## src/hdl/srt_consts.vh

```
// Constants for the memory read/write self-test engine.
// Assumes inclusion by bare name from the design files under hdl/.
`ifndef SRT_CONSTS_VH
`define SRT_CONSTS_VH

// ************************************************************
// Memory geometry
// ************************************************************
`define SRT_MEM_BYTES      67108864
`define SRT_DATA_W         16
`define SRT_ADDR_W         25

// ************************************************************
// Timing
// ************************************************************
`define SRT_CLK_HZ         40000000
`define SRT_BLINK_HZ       2
`define SRT_BLINK_CYC      ((`SRT_CLK_HZ) / (2 * `SRT_BLINK_HZ))
`define SRT_KEY_SYNC_W     2

// ************************************************************
// Pattern generator
// ************************************************************
`define SRT_SEED           32'hace1ace1
`define SRT_POLY           32'h80200003

`endif

```

## src/hdl/srt_lfsr.v

```verilog
// Pseudo-random word generator with synchronous reseed and step enable.
// Assumes a single system clock; data is valid the cycle after reseed.
`timescale 1ns/100ps
`default_nettype none
`include "srt_consts.vh"

module srt_lfsr #(
  parameter [31:0] SEED = `SRT_SEED
) (
  // Clock and reset
  input  wire        i_clk,
  input  wire        i_nrst,
  // Control
  input  wire        i_seed,
  input  wire        i_step,
  // Current pattern word
  output reg  [31:0] o_word
);

  // Galois step; a zero state cannot be reached from a non-zero seed.
  function [31:0] lfsr_next;
    input [31:0] s;
    begin
      lfsr_next = s[0] ? ((s >> 1) ^ `SRT_POLY) : (s >> 1);
    end
  endfunction

  always @(posedge i_clk or negedge i_nrst) begin
    if (!i_nrst) begin
      o_word <= `SRT_SEED;
    end else if (i_seed) begin
      o_word <= SEED;
    end else if (i_step) begin
      o_word <= lfsr_next(o_word);
    end
  end

endmodule
`default_nettype wire

```

## config.mk

```make
export PLATFORM = sky130hd
export DESIGN_NAME = srt_lfsr
export DESIGN_NICKNAME = d
export VERILOG_FILES = /design/src/hdl/srt_lfsr.v
export VERILOG_INCLUDE_DIRS = /design/src /design/src/hdl
export SDC_FILE = /design/constraint.sdc
export NUM_CORES = 1
export LEC_CHECK = 0
export ABC_AREA = 1
export BUFFER_PORTS_ARGS = -buffer_cell sky130_fd_sc_hd__buf_4
export CAP_MARGIN = 30
export CORE_MARGIN = 3
export CORE_UTILIZATION = 51
export CTS_CLUSTER_DIAMETER = 80
export DETAILED_ROUTE_END_ITERATION = 8
export HOLD_SLACK_MARGIN = 0.06
export MAX_ROUTING_LAYER = met4
export PLACE_DENSITY = 0.81
export RECOVER_POWER = 50
export SYNTH_ARGS = -nofsm -noshare
export SYNTH_HDL_FRONTEND = slang
export SYNTH_SLANG_ARGS = --single-unit
export TNS_END_PERCENT = 20
```

## constraint.sdc

```tcl
create_clock -name i_clk -period 1.1 [get_ports i_clk]
set_input_delay 0.165 -clock i_clk [delete_from_list [all_inputs] [get_ports i_clk]]
set_output_delay 0.165 -clock i_clk [all_outputs]
set_load 0.01 [all_outputs]
```

==> results of run 1 <==
## cell usage in the layout (no fill, tap or decap)
cell type	count
nand2_1	47
buf_4	28
buf_6	19
dfstp_2	16
dfrtp_1	16
a21oi_1	15
inv_1	13
o21ai_0	13
nand3_1	6
clkbuf_4	5
o21ai_1	4
clkbuf_8	2
nor2_4	1
nor2_8	1
inv_2	1
nand2_2	1
bufinv_16	1
dlygate4sd3_1	1
clkbuf_2	1
## per-layer routing
metal | track usage | part of all wire
met5 | - | 0
met4 | 0.0960 | 0.012
met3 | 0.0407 | 0.056
met2 | 0.352 | 0.52
met1 | 0.274 | 0.41
## worst paths after layout
path | end | from | depth (start not counted)
max | o_word[23] | o_word[23] | 1
max reg2reg | o_word[21] | o_word[0] | 6
max in group asynchronous | o_word[3] | i_nrst | 2
min in group asynchronous | o_word[18] | i_nrst | 2
min reg2reg | o_word[13] | o_word[13] | 2
min | o_word[21] | i_step | 3
## cells by family (layout without fill, tap and decap cells)
| kind of cell | after synthesis | count (layout) | synth area share |
|---|---|---|---|
| DFF | 32 | 32 | 0.611 |
| buffers and inverters | 21 | 71 | 0.0876 |
| AOI/OAI and AO/OA | 32 | 32 | 0.119 |
| and+or+nand+nor | 56 | 56 | 0.182 |
## worst min-delay path, stage by stage
cell and delay, ps:
buf_4 190, nand2_1 100, nand2_1 60
## power by group through the flow
stage	sequential [mW]	clock, mW	combinational (mW)
after floorplan	1.40	0	0.151
after global placement	1.37	0	0.357
after detailed placement	1.38	0	0.364
after CTS	1.35	1.01	0.454
after global routing	1.37	1.06	0.497
final	1.35	1.00	0.455
## final cells by class
| type | instances | area, um^2 | share of cell area |
|---|---|---|---|
| well taps | 28 | 35.0 | 0.0190 |
| inverters | 14 | 52.6 | 0.0285 |
| clock inverters | 1 | 30.0 | 0.0163 |
| clock buffers | 7 | 65.1 | 0.0352 |
| flip-flops and latches | 32 | 821 | 0.444 |
| repair buffers | 49 | 439 | 0.238 |
| multi-input cells | 88 | 404 | 0.219 |
## repair_timing
action	CTS	global route
buffers inserted	11	0
pin swaps	0	0
hold buffers	1	0
setup endpoints to repair	17	20
hold endpoints to repair	30	0
resized for setup	17	2
==> results.ini, run 1 <==
[run_status]
status=complete, but fails checks
violations=setup timing

[pwr]
p_int_mw=2.12
clkPwrFrac=0.357
p_sw_mw=0.694
power_density_mw_per_mm2=1520
vdd_ir_drop_max_mv=1.77
total_power_mw=2.81
seqPwrFrac=0.481
p_leak_nw=0.939
combPwrFrac=0.162
swShare=0.247

[timing]
whs_ps=182
finalHoldViolations=0
fin_crit_sh=1.05
fin_ws_ps=-58.1
finClkSkew_ps=10.2
setup_tns_ps=-783
max-slew-margin-rel=0.485
tightest_slew_ps=772
fin_crit_ps=1160
rsz0062_at_grt=yes
finalSetupViolations=16
fmax_mhz=864
finalMaxSlewViolations=0

[synthesis]
synth_area_leaders=dfstp_2, dfrtp_1, nand2_1, a21oi_1, o21ai_0
synth.top_cell.area_share=0.313
async_flop_share=1.00
synth_commonest_cells=nand2_1, dfrtp_1, dfstp_2, a21oi_1
seq_area_frac_synth=0.611
synth_seq_cells=32
synth_edf_count=0
synth_fp_nets=145
avgSynthCellArea_um2=9.52
synthCells=141
yosysTopAreaCell=dfstp_2
netlist_area_mm2=0.00134
yosysUniqueCellTypes=15
synthFlopType=dfstp_2
yosysMostFrequentCell=nand2_1
yosys_warnings=0

[setup_path]
r2r_setup_slack_ps=50
cpMaxStageDelayCell=dfstp_2
critPathRequiredTime_ps=940
path_cells=buf_6
critPathBufInv=1
cpPeakStageDelay_ps=560
critPathKind=reg2out
crit_path_end_kind=output pin
path_delay_family=flip-flops
crit_arrival_ps=990
critPathLaunchType=flop
crit_fanout=2

[route]
vias_per_cell=5.21
wl_per_cell_um=14.2
ant_nets=0
drc=0
drt-pass1-iter-count=4
vias=1140
postRouteWirelength_um=3110
first_iter_violations=27

[global_route]
antenna_found_initial=0
grt_overflow_total=0
grt_pass1_wl_um=5360
grt_use_total=0.221
grt_pass1_vias=1159
grt_max_degree=33

[place]
dpl.cell_count=199
placed_area_mm2=0.00159
numPortBuffers=35
place_congestion=0.896
dp_slack_ps=95.6
dp.final_hpwl_um=2100

[die]
row_count=17
core_area_mm2=0.00236
start_util=0.569
dieHeight_um=57.3
dieWidth_um=57.3
io_pins=36
die-area_mm2=0.00328

[cells_and_area]
fin_cells=219
final_cell_area_mm2=0.00185
fin_util=0.782
drive_gt1_frac=0.398
largest_reg_flops=32
antenna_cells=0
regMostFlops=o_word
fin_nets=194
reg_top3=o_word x32
fillers=166
syn2layout_area_growth_pct=37.6

[hold_path]
hold_path_class=in2reg

[cts]
cts_buffers=5
cts_tree=done
clockRootBuffer=clkbuf_4
clk_pin_slew_ps=100
cts_htree_levels=2
clock_sinks=32
clk-insertion-delay-late_ps=340
clk_path_buf_depth=2

[run]
maxCapViolCount=0

No activity file was read; power rests on OpenSTA's default activity.
==> inputs of run 2 (changes only) <==
- BUFFER_PORTS_ARGS: -buffer_cell sky130_fd_sc_hd__buf_4 -> not set
- CORE_UTILIZATION: 51 -> 55
- DONT_BUFFER_PORTS: not set -> 1
- PLACE_DENSITY: 0.81 -> 0.73
==> results.ini, run 2 (same netlist as run 1, synthesis figures left out) <==
[hold_path]
hold_path_class=in2reg
worstHoldPathCells=1  ; -2
hold_path_startpoint=i_step
hold_end=o_word[13]

[cts]
postCtsHoldBufs=3  ; +2
clk_pin_slew_ps=90  ; about the same
cts_setup_buffers=0  ; -11
cts_htree_levels=2  ; unchanged
cts_tree=done
clk-insertion-delay-late_ps=320  ; -20 ps
clockRootBuffer=clkbuf_4
clk_path_buf_depth=2  ; unchanged
cts_buffers=5  ; unchanged
cts_resized=0  ; -17
clock_sinks=32  ; unchanged

[pwr]
p_leak_nw=0.675  ; -28%
vdd_ir_drop_max_mv=1.07  ; -40%
power_density_mw_per_mm2=1610  ; +5.7%
total_power_mw=2.26  ; -20%

[cells_and_area]
reg_top3=o_word x32
fin_nets=149  ; -23%
regMostFlops=o_word
largest_reg_flops=32  ; unchanged
fillers=207  ; +25%
fin_util=0.623  ; -0.160
layout_commonest_cell=nand2_1
syn2layout_area_growth_pct=4.57
final_cell_mix=nand2_1, dfrtp_1, a21oi_1
drive_gt1_frac=0.164  ; -0.234
antenna_cells=0  ; unchanged

[global_route]
grt_overflow_total=0  ; unchanged
grt_pass1_vias=976  ; -16%
grt_max_degree=33  ; unchanged
grt_pass1_wl_um=4960  ; -7.5%
grt_use_total=0.214  ; -0.00655
antenna_found_initial=0  ; unchanged

[route]
wl_per_cell_um=16.3  ; +15%
postRouteWirelength_um=2840  ; -8.6%
vias_per_cell=5.49  ; +5.4%
drt-pass1-iter-count=4  ; unchanged
vias=955  ; -16%
drc=0  ; unchanged
ant_nets=0  ; unchanged
first_iter_violations=23  ; -15%

[timing]
max-slew-margin-rel=0.496  ; +0.0104
tightest_slew_ps=756  ; -15.6 ps
fmax_mhz=898  ; +4.0%
fin_ws_ps=-13.3  ; +44.8 ps
finalSetupViolations=2  ; -14
fin_crit_sh=1.01  ; -0.0407
finalHoldViolations=19  ; +19
fin_crit_ps=1110  ; -44.8 ps
finalMaxSlewViolations=0  ; unchanged
finClkSkew_ps=1.88  ; -8.34 ps
rsz0062_at_grt=yes
whs_ps=-109  ; -292 ps

[die]
start_util=0.595  ; +0.0268
dieHeight_um=55.4  ; -3.3%
row_count=17  ; unchanged
die-area_mm2=0.00307  ; -6.5%
core_area_mm2=0.00225  ; -4.5%
io_pins=36  ; unchanged
dieWidth_um=55.4  ; -3.3%

[setup_path]
critPathKind=reg2out
critPathLaunchType=flop
crit_arrival_ps=950  ; -40 ps
r2r_setup_slack_ps=100  ; +50 ps
r2r-end=o_word[21]
r2r_start=o_word[0]
critPathRequiredTime_ps=940  ; about the same
reg2regPathDepth=5  ; -1
crit_path_end_kind=output pin
crit_fanout=3  ; +1

[place]
dp_slack_ps=126  ; +30.8 ps
place_congestion=0.858  ; -4.2%
numPortBuffers=0  ; -100%
dp.final_hpwl_um=1820  ; -14%

[run]
maxCapViolCount=0  ; unchanged

[run_status]
violations=hold timing, setup timing
status=complete, but fails checks

## run 2: cell count changes in the layout (fill, tap and decap cells not counted), sizes merged
cell and change:
buf -46, clkbuf +1, dlygate4sd3 +1, bufinv -1
## run 2: metal layers
metal	part of all wire	routed length, um	global-route usage
met5	0	0	-
met4	0.012	34	0.0729
met3	0.081	231	0.0935
met2	0.49	1400	0.313
met1	0.41	1180	0.267
## run 2: area by class of cell
cell class | instances | area (um^2) | area share
multi-input cells | 88 | 404 | 0.288
repair buffers | 4 | 32.5 | 0.0232
well taps | 28 | 35.0 | 0.0250
clock buffers | 8 | 58.8 | 0.0419
inverters | 14 | 52.6 | 0.0374
flip-flops and latches | 32 | 821 | 0.585
## run 2: how the worst max path moves through the flow
| stage | cells past startpoint | slack (ps) | endpoint | from |
|---|---|---|---|---|
| 5_1_grt | 0 | -50 | o_word[0] | o_word[0] |
| 4_1_cts | 0 | -20 | o_word[0] | o_word[0] |
| 3_3_place_gp | 5 | 180 | o_word[21] | o_word[0] |
| 2_1_floorplan | 5 | 210 | o_word[21] | o_word[0] |
| 3_5_place_dp | 5 | 130 | o_word[21] | o_word[0] |
| 6_report | 0 | -10 | o_word[7] | o_word[7] |
## run 2: per-stage QoR
step	hold WS [ps]	setup TNS (ps)	cell area, um^2	instances
6_report	-109	-19.9	1400	174
5_1_grt	-153	-330	1400	174
4_1_cts	-130	-15.6	1420	174
3_5_place_dp	-130	0	1320	163
3_3_place_gp	-130	0	1320	163
2_1_floorplan	-131	0	1340	141
## run 2: power by group
part / internal [mW] / leakage, nW / switching, mW / total, mW
sequential: 1.29 / 0.378 / 0.113 / 1.40
clock: 0.315 / 0.0326 / 0.378 / 0.693
combinational: 0.0586 / 0.264 / 0.108 / 0.167
